**config.mk**
```make
export PLATFORM = sky130hd
export DESIGN_NAME = watch_interval_timer
export DESIGN_NICKNAME = d
export VERILOG_FILES = /design/src/core/watch_clock_select.v /design/src/core/watch_interval_timer.v
export VERILOG_INCLUDE_DIRS = /design/src /design/src/core
export SDC_FILE = /design/constraint.sdc
export NUM_CORES = 1
export LEC_CHECK = 0
export BUFFER_PORTS_ARGS = -buffer_cell sky130_fd_sc_hd__buf_2
export CAP_MARGIN = 25
export CORE_MARGIN = 4
export CORE_UTILIZATION = 49
export DETAILED_ROUTE_END_ITERATION = 12
export PLACE_DENSITY = 0.75
export SLEW_MARGIN = 40
export SYNTH_ARGS = -nofsm -noshare
export SYNTH_HDL_FRONTEND = slang
export SYNTH_HIERARCHICAL = 1
export SYNTH_SLANG_ARGS = --single-unit
```
**constraint.sdc**
```tcl
create_clock -name pclk -period 2 [get_ports pclk]
set_input_delay 0.1 -clock pclk [delete_from_list [all_inputs] [get_ports pclk]]
set_output_delay 0.1 -clock pclk [all_outputs]
set_load 0.1 [all_outputs]
```
**src/core/watch_timer_consts.vh**
```
// Register indices, field positions, reset values and timing counts of the watch timer
`ifndef WATCH_TIMER_CONSTS_VH
`define WATCH_TIMER_CONSTS_VH

// Register indices; the APB byte address is four times the index
`define WMC_IDX            16'hff4a
`define IRQ_STATUS_IDX     16'hff4b
`define IRQ_MASK_IDX       16'hff4c
`define COUNT_STATE_IDX    16'hff4d

// Field positions of watch_mode_control
`define CCS_BIT            7
`define ISEL_HI            6
`define ISEL_LO            4
`define CRUN_BIT           1
`define OPEN_BIT           0

// Reset values
`define WMC_RESET          8'h00
`define IRQ_MASK_RESET     2'h0

// Writable bits of watch_mode_control; bits 2 and 3 read as zero
`define WMC_WRITE_MASK     8'hf3

// Interrupt status layout
`define EVT_WATCH_BIT      0
`define EVT_INTERVAL_BIT   1
`define EVT_WIDTH          2

// Counter widths and taps
`define PRESCALER_WIDTH    9
`define WATCH_CNT_WIDTH    5
`define ISEL_MAX           3'h5
`define TAP_BASE           4

// Main clock to watch clock divider, 2^7
`define MAIN_DIV_WIDTH     7
`define MAIN_DIV_LAST      7'h7f

`endif

```
**src/core/watch_clock_select.v**
```verilog
// Watch count clock selector: main clock divided by 128 or subsystem clock edges
`timescale 1ns/10ps
`include "watch_timer_consts.vh"

module watch_clock_select (
  input  wire pclk,
  input  wire presetn,
  input  wire sub_select,
  input  wire sub_clock,
  output reg  tick_q
);

  reg [`MAIN_DIV_WIDTH-1:0] div_q;
  reg                       sub_prev_q;

  // Free running divider so a source switch never waits a full wrap
  always @(posedge pclk or negedge presetn) begin
    if (!presetn) begin
      div_q <= 7'h00;
    end else begin
      div_q <= div_q + 7'h01;
    end
  end

  // Subsystem clock is taken as synchronous to pclk, so no synchroniser
  always @(posedge pclk or negedge presetn) begin
    if (!presetn) begin
      sub_prev_q <= 1'b0;
    end else begin
      sub_prev_q <= sub_clock;
    end
  end

  // One pclk pulse per watch clock period
  always @(posedge pclk or negedge presetn) begin
    if (!presetn) begin
      tick_q <= 1'b0;
    end else if (sub_select) begin
      tick_q <= sub_clock & ~sub_prev_q;
    end else begin
      tick_q <= (div_q == `MAIN_DIV_LAST);
    end
  end

endmodule // watch_clock_select

```
**src/core/watch_interval_timer.v**
```verilog
// Watch timer with interval timer, APB register slave and shared interrupt
//
// Overview of operation
// - Clock select bit: 0 picks main clock over 128, 1 picks subsystem clock.
// - Interval code 0 to 5 picks prescaler tap 2^4 to 2^9; others prohibited.
// - A 9-bit prescaler on the watch clock feeds a 5-bit counter.
// - Counter-run 0 stops and clears the 5-bit counter; 1 starts it.
// - Operation-enable 0 stops everything, holding prescaler and counter cleared.
// - Watch counting runs only with operation-enable and counter-run both set.
// - Watch interrupt comes every half second from a 32.768 kHz watch clock.
// - Interval interrupt repeats each selected tap period while enabled.
// - Watch and interval share one prescaler and one interrupt request.
// - Clearing only counter-run restarts the watch count, prescaler untouched.
// - First watch overflow after counter restart may be off one prescaler period.
// - After enable the counter starts one prescaler cycle late.
// - Reset clears the mode register, stopping the block, main clock selected.
//
// Chosen here: register access over APB.
`timescale 1ns/10ps
`include "watch_timer_consts.vh"

module watch_interval_timer (
  input  wire        pclk,
  input  wire        presetn,
  input  wire        psel,
  input  wire        penable,
  input  wire        pwrite,
  input  wire [17:0] paddr,
  input  wire [31:0] pwdata,
  output reg  [31:0] prdata,
  output reg         pready,
  output reg         pslverr,
  input  wire        sub_clock,
  output reg         watch_interrupt_request
);

  // Watch counter sequencing states
  localparam [1:0] ST_STOPPED  = 2'b00;
  localparam [1:0] ST_ARMING   = 2'b01;
  localparam [1:0] ST_COUNTING = 2'b10;

  reg  [7:0]                    watch_mode_control_q;
  reg  [`EVT_WIDTH-1:0]         irq_status_q;
  reg  [`EVT_WIDTH-1:0]         irq_status_d;
  reg  [`EVT_WIDTH-1:0]         irq_mask_q;
  reg  [`PRESCALER_WIDTH-1:0]   prescaler_q;
  reg  [`WATCH_CNT_WIDTH-1:0]   watch_cnt_q;
  reg  [1:0]                    state_q;
  reg  [1:0]                    state_d;
  reg                           watch_evt;
  reg                           interval_evt;
  reg                           tap_hit;
  reg  [31:0]                   rdata_d;
  reg                           rerr_d;
  wire                          watch_count_clock;
  wire                          count_clock_select;
  wire [2:0]                    interval_select;
  wire                          counter_run;
  wire                          operation_enable;
  wire                          prescaler_wrap;
  wire                          setup_access;
  wire                          write_now;
  wire [15:0]                   reg_idx;
  wire                          hit_wmc;
  wire                          hit_status;
  wire                          hit_mask;
  wire                          hit_state;
  wire                          hit_any;
  wire [`PRESCALER_WIDTH-1:0]   tap_mask [0:5];

  // Mode register fields
  assign count_clock_select = watch_mode_control_q[`CCS_BIT];
  assign interval_select    = watch_mode_control_q[`ISEL_HI:`ISEL_LO];
  assign counter_run        = watch_mode_control_q[`CRUN_BIT];
  assign operation_enable   = watch_mode_control_q[`OPEN_BIT];

  // APB decode; the register index sits above the two byte address bits
  assign reg_idx    = paddr[17:2];
  assign hit_wmc    = (reg_idx == `WMC_IDX);
  assign hit_status = (reg_idx == `IRQ_STATUS_IDX);
  assign hit_mask   = (reg_idx == `IRQ_MASK_IDX);
  assign hit_state  = (reg_idx == `COUNT_STATE_IDX);
  assign hit_any    = hit_wmc | hit_status | hit_mask | hit_state;

  // One wait state: pready rises in the second access cycle
  assign setup_access = psel & penable & ~pready;
  assign write_now    = psel & penable & pready & pwrite;

  // Watch count clock source
  watch_clock_select u_clock_select (
    .pclk       (pclk),
    .presetn    (presetn),
    .sub_select (count_clock_select),
    .sub_clock  (sub_clock),
    .tick_q     (watch_count_clock)
  );

  // Per-tap masks of the low prescaler bits, one per interval code
  genvar g;
  generate
    for (g = 0; g < 6; g = g + 1) begin : gen_tap
      assign tap_mask[g] = {`PRESCALER_WIDTH{1'b1}} >> (`PRESCALER_WIDTH - `TAP_BASE - g);
    end
  endgenerate

  // Full prescaler cycle ends on this watch clock tick
  assign prescaler_wrap = watch_count_clock & (&prescaler_q);

  // Mode register; bits 2 and 3 are held zero whatever software writes
  always @(posedge pclk or negedge presetn) begin
    if (!presetn) begin
      watch_mode_control_q <= `WMC_RESET;
    end else if (write_now && hit_wmc) begin
      watch_mode_control_q <= pwdata[7:0] & `WMC_WRITE_MASK;
    end
  end

  // Interrupt mask, 1 lets a status bit reach the request line
  always @(posedge pclk or negedge presetn) begin
    if (!presetn) begin
      irq_mask_q <= `IRQ_MASK_RESET;
    end else if (write_now && hit_mask) begin
      irq_mask_q <= pwdata[`EVT_WIDTH-1:0];
    end
  end

  // Prescaler keeps running while enabled; only operation_enable clears it
  always @(posedge pclk or negedge presetn) begin
    if (!presetn) begin
      prescaler_q <= 9'h000;
    end else if (!operation_enable) begin
      prescaler_q <= 9'h000;
    end else if (watch_count_clock) begin
      prescaler_q <= prescaler_q + 9'h001;
    end
  end

  // Interval tap decode; prohibited codes give no interval events
  always @* begin
    tap_hit = 1'b0;
    if (interval_select <= `ISEL_MAX) begin
      tap_hit = ((prescaler_q & tap_mask[interval_select]) == tap_mask[interval_select]);
    end
    interval_evt = operation_enable & watch_count_clock & tap_hit;
  end

  // Watch counter sequencing
  // Arming swallows the first prescaler wrap after enable, so the first
  // watch event comes late; a counter-only restart skips arming, which
  // leaves the first period short by whatever the prescaler already holds.
  always @* begin
    state_d = state_q;
    case (state_q)
      ST_STOPPED: begin
        if (operation_enable && counter_run) begin
          state_d = ST_ARMING;
        end
      end
      ST_ARMING: begin
        if (!operation_enable) begin
          state_d = ST_STOPPED;
        end else if (prescaler_wrap) begin
          state_d = ST_COUNTING;
        end
      end
      ST_COUNTING: begin
        if (!operation_enable) begin
          state_d = ST_STOPPED;
        end
      end
      default: begin
        state_d = ST_STOPPED;
      end
    endcase
  end

  always @(posedge pclk or negedge presetn) begin
    if (!presetn) begin
      state_q <= ST_STOPPED;
    end else begin
      state_q <= state_d;
    end
  end

  // 5-bit counter steps once per prescaler cycle while running
  always @(posedge pclk or negedge presetn) begin
    if (!presetn) begin
      watch_cnt_q <= 5'h00;
    end else if (!operation_enable || !counter_run) begin
      watch_cnt_q <= 5'h00;
    end else if (state_q == ST_COUNTING && prescaler_wrap) begin
      watch_cnt_q <= watch_cnt_q + 5'h01;
    end
  end

  // Overflow of the 5-bit counter: 32 x 512 watch clocks, half a second at 32.768 kHz
  always @* begin
    watch_evt = operation_enable & counter_run & (state_q == ST_COUNTING) &
                prescaler_wrap & (&watch_cnt_q);
  end

  // Sticky status; a new event beats a write-one clear in the same cycle
  always @* begin
    irq_status_d = irq_status_q;
    if (write_now && hit_status) begin
      irq_status_d = irq_status_q & ~pwdata[`EVT_WIDTH-1:0];
    end
    if (watch_evt) begin
      irq_status_d[`EVT_WATCH_BIT] = 1'b1;
    end
    if (interval_evt) begin
      irq_status_d[`EVT_INTERVAL_BIT] = 1'b1;
    end
  end

  always @(posedge pclk or negedge presetn) begin
    if (!presetn) begin
      irq_status_q <= 2'h0;
    end else begin
      irq_status_q <= irq_status_d;
    end
  end

  // Both functions drive the one request line, one cycle behind status
  always @(posedge pclk or negedge presetn) begin
    if (!presetn) begin
      watch_interrupt_request <= 1'b0;
    end else begin
      watch_interrupt_request <= |(irq_status_q & irq_mask_q);
    end
  end

  // Read mux; unmapped indices answer zero with an error
  always @* begin
    rdata_d = 32'h0000_0000;
    rerr_d  = ~hit_any; // Unmapped index answers with an error
    if (hit_wmc) begin
      rdata_d[7:0] = watch_mode_control_q;
    end else if (hit_status) begin
      rdata_d[`EVT_WIDTH-1:0] = irq_status_q;
    end else if (hit_mask) begin
      rdata_d[`EVT_WIDTH-1:0] = irq_mask_q;
    end else if (hit_state) begin
      rdata_d[8:0]   = prescaler_q;
      rdata_d[20:16] = watch_cnt_q;
      rdata_d[25:24] = state_q;
    end
  end

  // APB answer: registered so every bus output comes from a flop
  always @(posedge pclk or negedge presetn) begin
    if (!presetn) begin
      pready  <= 1'b0;
      pslverr <= 1'b0;
      prdata  <= 32'h0000_0000;
    end else if (setup_access) begin
      pready  <= 1'b1;
      pslverr <= rerr_d;
      prdata  <= pwrite ? 32'h0000_0000 : rdata_d;
    end else begin
      pready  <= 1'b0;
      pslverr <= 1'b0;
      prdata  <= 32'h0000_0000;
    end
  end

endmodule // watch_interval_timer

```
==> flow_summary.toml, run 1 <==
[power]
intPower_uw = 1450
power_frac_seq = 0.549
total_power_uw = 2000
p_sw_frac = 0.275
clock_power_share = 0.337
p_leak_uw = 0.00142
p_per_area_nw_per_um2 = 683
power_switching_uw = 548
ir_worst_vdd_uv = 327
comb_power_share = 0.114

[route]
dr_total_vias = 1767
post_drt_wl_per_cell_um = 13.4
dr.pass1.iters = 4
route.final.wire_length_um = 4640
drc = 0
via_per_inst = 5.12
ant_nets = 0
drt_iter0_drc = 126

[finish]
drive_gt1_frac = 0.266
antenna_cells = 0
fillers = 375
utilization = 0.603
nets = 338
area_growth_pct = 16.9
final_cells = 345

[place]
hpwl_um = 3450
placedCellCount = 335
gp_congestion = 0.892
place_ws_ns = 0.0605
io_buffers = 46

[clocking]
post_cts_buffers = 0
cts.sink_count = 54
cts_inserted_buffers = 5
cts_root_buffer = "clkbuf_8"
holdBufCountCts = 2
htree_num_levels = 2
cts_tree = "done"
cts_buffer_depth = 2
ctsResizeCount = 0
clock_latency_ns = 0.31
clkSlewWorstSetupHoldPaths_ns = 0.10

[timing]
grt_setup_unrepaired = "no"
finalCritPeriodShare = 0.919
hold_viol_final = 0
clock.fmax_mhz = 544
drv_slew = 0
tns_ns = 0
fin_ws_ns = 0.161
skew_ns = 0.0141
period_needed_ns = 1.84
setup_viol = 0

[floorplanning]
die_w_um = 79.4
placementRows = 25
die-area_sq_um = 6310
core-area_sq_um = 4850
start_util = 0.516
die_h_um = 79.4
ios = 91

[outcome]
status = "finished, final reports clean"

[worst_setup_path]
cp.arrival_ns = 2.08
crit_type = "reg2reg"
critPathLaunchType = "register"
reg2reg_depth = 6
cp_data_required_time_ns = 2.25
worstPathMaxFanout = 5
endpoint_kind = "register"

[global_route]
antenna_found_initial = 0
grt_pass1_wl_um = 7890
grt_max_degree = 26
grtUsageTotal = 0.162
grt_overflow_total = 0
grt_pass1_vias = 1747

[min_path]
hold_path.class = "in2reg"
min_path_cells = 2

[logic_synthesis]
synth_cells = 221
post_synth.cell_area_avg_sq_um = 11.3
synth_edf_count = 0
ys_seq_area_frac = 0.540
async_flop_share = 1.00
yosys_warnings = 6
ys.flop_type = "dfrtp_1"
synth.distinct_cells = 42
yosys_register_bits = 54
synth_area_sq_um = 2500

[run]
maxCapViolations = 0
==> cell usage in the layout (no fill, tap or decap), types with 2 or more instances in the layout <==
master,netlist,final
o21ai_0,9,9
inv_1,2,2
nand4_1,6,6
a21boi_0,3,3
xnor2_1,7,7
nor3_1,3,3
a21oi_1,5,5
mux2_4,2,2
clkbuf_8,0,7
or3_1,3,3
nand2b_1,4,4
conb_1,1,16
nor2b_1,3,3
nand3_1,7,7
xor2_1,5,5
nand2_1,13,13
ha_1,5,5
buf_4,16,6
and3_1,2,2
nand4b_1,2,2
o22a_1,2,2
dfrtp_1,54,53
a22oi_1,4,4
or4_1,2,2
nand3b_1,4,4
and2_1,15,15
buf_2,1,46
dlygate4sd3_1,0,2
mux2i_1,6,6
mux2_2,6,6
nor2_1,13,13
==> cell usage after synthesis, types with 5 or more instances <==
cell	instances	share of area
mux2_2	6	0.027
nor2_1	13	0.020
nand4_1	6	0.015
nand2_1	13	0.020
buf_4	16	0.048
and2_1	15	0.038
dfrtp_1	54	0.54
xnor2_1	7	0.025
o21ai_0	9	0.018
nand3_1	7	0.014
a21oi_1	5	0.010
mux2i_1	6	0.024
ha_1	5	0.025
xor2_1	5	0.018
==> cells by family (layout without fill, tap and decap cells) <==
group	count (synthesis)	after routing	share of synthesized area
AO/OA/AOI/OAI	27	27	0.0685
AND/OR/NAND/NOR	85	85	0.201
adder cells (fa/ha/maj)	5	5	0.0250
other	1	16	0.00150
multiplexers	14	14	0.0630
buffers and inverters	23	65	0.0590
flip-flops	54	54	0.540
XOR/XNOR	12	12	0.0420
==> critical path, stage by stage, from the launching register on <==
cell,delay (ns)
dfrtp_1,0.44
nand3_1,0.15
nor3_1,0.27
ha_1,0.25
nand4b_1,0.15
or3_1,0.37
a21oi_1,0.14
==> final cells by class <==
class | instances | area [sq um] | share of cell area
Timing Repair Buffer | 55 | 315 | 0.108
Multi-Input combinational cell | 159 | 1060 | 0.362
Sequential cell | 54 | 1350 | 0.463
Clock inverter | 1 | 8.76 | 0.00300
Tap cell | 67 | 83.8 | 0.0287
Inverter | 2 | 7.51 | 0.00257
Clock buffer | 7 | 96.3 | 0.0330
==> flip-flops by register name, summed over array words and instances, names as in the netlist <==
signal                     cells
irq_mask_q                     2
irq_status_q                   2
prdata                        16
pready                         1
prescaler_q                    9
pslverr                        1
state_q                        2
u_clock_select/div_q           7
u_clock_select/sub_prev_q      1
u_clock_select/tick_q          1
watch_cnt_q                    5
watch_interrupt_request        1
watch_mode_control_q           6
==> power groups by stage <==
stage | combinational, uW | sequential [uW] | clock, uW
floorplan | 173 | 1130 | 0
global route | 242 | 1100 | 741
detailed placement | 227 | 1120 | 0
global placement | 225 | 1120 | 0
CTS | 230 | 1100 | 688
finish | 228 | 1100 | 673
==> worst paths after layout <==
kind                                start                       to  slack, ns
setup reg to reg           prescaler_q[2]           watch_cnt_q[3]       0.16
setup / recovery           prescaler_q[2]           watch_cnt_q[3]       0.16
min in group asynchronous         presetn               prdata[16]       0.27
hold / removal                  pwdata[5]  watch_mode_control_q[5]       0.02
hold reg to reg                    pready                  pslverr       0.48
max in group asynchronous         presetn                   pready       1.19
==> stage by stage <==
| step | hold WS, ns | instance area, sq um |
|---|---|---|
| detailed placement | 0.0879 | 2800 |
| global route | 0.00666 | 2920 |
| CTS | 0.00904 | 2920 |
| finish | 0.0162 | 2920 |
| global placement | 0.0816 | 2800 |
| floorplan | -0.196 | 2560 |
==> layer usage <==
metal | track usage | routed length, um
met1 | 0.206 | 2030
met2 | 0.264 | 2210
met3 | 0.0418 | 331
met4 | 0.0636 | 64
met5 | 0 | 0
Note: power is estimated with default switching activity, not from simulation.
==> run 2: changes to the inputs <==
- CORE_UTILIZATION: 49 -> 50
- PLACE_DENSITY: 0.75 -> 0.76
- SYNTH_HIERARCHICAL: 1 -> unset
==> run 2 against run 1 <==
Against the previous run: area after synthesis up 2.9%; highest routed layer unchanged; clock skew down 0.0037 ns; critical path depth up 1; register-to-register slack better by 0.04 ns; power down 3.8%; die area up 0.72%; non-clock buffer count down 3; sequential cell count unchanged; sequential share of layout area down 0.41 points; first-iteration DRC count down 22%; clock-buffer cell count unchanged.
==> flow_summary.toml, run 2 <==
[clocking]
cts_inserted_buffers = 5
post_cts_buffers = 0
cts_buffer_depth = 2
cts_tree = "done"
cts.sink_count = 54
clock_latency_ns = 0.30
ctsResizeCount = 0
clkSlewWorstSetupHoldPaths_ns = 0.09
htree_num_levels = 2
cts_root_buffer = "clkbuf_8"

[timing]
period_needed_ns = 1.80
grt_setup_unrepaired = "no"
clock.fmax_mhz = 556
drv_slew = 0
finalCritPeriodShare = 0.899
fin_ws_ns = 0.202
tns_ns = 0
skew_ns = 0.0103
setup_viol = 0
hold_viol_final = 0

[global_route]
grtUsageMet2 = 0.274
grt-busiest-layer = "met2"
use_met3 = 0.0350
grt_max_degree = 55
grtUsageTotal = 0.158
grt_use_met1 = 0.195
grt_pass1_vias = 1831
grt_overflow_total = 0
grt_pass1_wl_um = 7960
antenna_found_initial = 0

[route]
via_per_inst = 5.22
dr.pass1.iters = 4
route.final.wire_length_um = 4740
dr_total_vias = 1827
drt_iter0_drc = 98
ant_nets = 0
post_drt_wl_per_cell_um = 13.5
drc = 0

[worst_setup_path]
endpoint_kind = "register"
cp_common_cell = "ha_1"
critPathLaunchType = "register"
crit_type = "reg2reg"
cp_slowest_cell = "dfrtp_1"
crit_chain = "ha_1, nand3_1, nor2_1, ha_1, nand4b_1, or3_1, a21oi_1"
cp.arrival_ns = 2.03
cp_data_required_time_ns = 2.23
worstPathMaxFanout = 4
cp_slowest_stage_delay_ns = 0.43

[finish]
largest_register_ffs = 16
final_cell_mix = "dfrtp_1, buf_2, conb_1"
regMostFlops = "prdata"
nets = 344
drive_gt1_frac = 0.258
reg_top3 = "prdata (16), prescaler_q (9), u_clock_select.div_q (7)"
fillers = 414
antenna_cells = 0
final_cells = 350
area_growth_pct = 14.6
layout_commonest_cell = "dfrtp_1"

[place]
placedCellCount = 341
gp_congestion = 0.830
place_ws_ns = 0.244
hpwl_um = 3550
io_buffers = 46

[logic_synthesis]
yosysMostFrequentCell = "dfrtp_1"
synth_simple_gate_area_frac = 0.208
synth_cells = 229
synthTopCellsByArea = "dfrtp_1, buf_4, mux2_2, and2_1, ha_1"
yosysTopAreaCellShare = 0.525
synth_area_sq_um = 2570
synthAdderAreaFrac = 0.0243
ys.flop_type = "dfrtp_1"
synth_mux_area_frac = 0.0428
post_synth.cell_area_avg_sq_um = 11.2
synth_top_family_by_area = "simple AND/OR/NAND/NOR gates"
synth_edf_count = 0
synth_compound_area_frac = 0.0948
yosys_warnings = 0
ys_seq_area_frac = 0.525
yosys_register_bits = 54
synth.distinct_cells = 48
async_flop_share = 1.00
synthXorXnorAreaFrac = 0.0375
yosys.area.top_type = "dfrtp_1"
ys_top_cells_by_count = "dfrtp_1, buf_4, nand2_1, and2_1, nor2_1"

[run]
maxCapViolations = 0

[floorplanning]
placementRows = 25
ios = 91
die_w_um = 79.7
start_util = 0.531
core-area_sq_um = 4850
die_h_um = 79.7
die-area_sq_um = 6360

[min_path]
hold_path.class = "in2reg"

[power]
power_switching_uw = 514
ir_worst_vdd_uv = 408
clock_power_share = 0.308
p_leak_uw = 0.00146
p_per_area_nw_per_um2 = 651
intPower_uw = 1410
p_sw_frac = 0.268
power_frac_seq = 0.570
comb_power_share = 0.122

[outcome]
status = "finished, final reports clean"
==> run 2: changes by cell type in the layout (fill, tap and decap cells not counted), moves of 3 or more <==
cell / delta
o31ai_1: +3
nor3_1: -3
nand3b_1: -3
and3_1: +3
buf_4: -3
inv_1: +5
and2_1: -3
mux2i_1: -4
==> run 2: cell families after synthesis <==
kind of cell,count (synthesis)
AOI/OAI and AO/OA,36
xor gates and xnor gates,11
adders and majority gates,5
buffers and inverters,27
DFF,54
muxes,10
other,1
and+or+nand+nor,85
==> run 2: power by group through the flow <==
stage	sequential, uW	clock (uW)	combinational [uW]
floorplan	1130	0	174
global route	1100	650	246
global placement	1120	0	230
finish	1100	592	234
CTS	1100	610	235
detailed placement	1120	0	232
==> run 2: layout make-up <==
class | instances | area (sq um) | area share
Clock buffer | 7 | 86.3 | 0.0293
Inverter | 7 | 26.3 | 0.00891
Multi-Input combinational cell | 163 | 1110 | 0.375
Sequential cell | 54 | 1350 | 0.459
Tap cell | 67 | 83.8 | 0.0284
Timing Repair Buffer | 52 | 293 | 0.0993
==> run 2: timing repair <==
item,CTS,global route
endpoints found under the hold margin,55,0
setup endpoints to repair,0,0
hold buffers,2,0
==> run 2: layer usage <==
layer / up-vias / share of wire
met3: 8 / 0.042
met5: - / 0
met1: 904 / 0.44
met2: 34 / 0.50
li1: 881 / -
met4: 0 / 0.014
==> run 2: path summary, 6_finish.rpt <==
path                                                 from                    end  slack (ns)  depth (start not counted)
worst max register to register             prescaler_q[1]         watch_cnt_q[3]        0.20                          7
worst min register to register  u_clock_select.sub_prev_q  u_clock_select.tick_q        0.42                          1
min in group asynchronous                         presetn             prdata[24]        0.32                          3
max in group asynchronous                         presetn                 pready        1.45                          3
worst min-delay path                              penable                 pready        0.02                          3
worst max-delay path                       prescaler_q[1]         watch_cnt_q[3]        0.20                          7
==> run 2: worst max-delay path: cells and delay by family (launching register included) <==
family / cells / cell delay (ns)
and+or+nand+nor: 4 / 0.71
DFF: 1 / 0.43
AOI/OAI and AO/OA: 1 / 0.15
adders and majority gates: 2 / 0.45
==> run 2: per-stage QoR <==
stage | total power (uW) | util | cell area, sq um | hold WS, ns
global route | 1990 | 0.608 | 2950 | 0.0191
finish | 1920 | 0.608 | 2950 | 0.0199
global placement | 1350 | 0.586 | 2840 | 0.113
floorplan | 1310 | - | 2630 | -0.196
detailed placement | 1350 | 0.586 | 2840 | 0.115
CTS | 1940 | 0.608 | 2950 | 0.0171
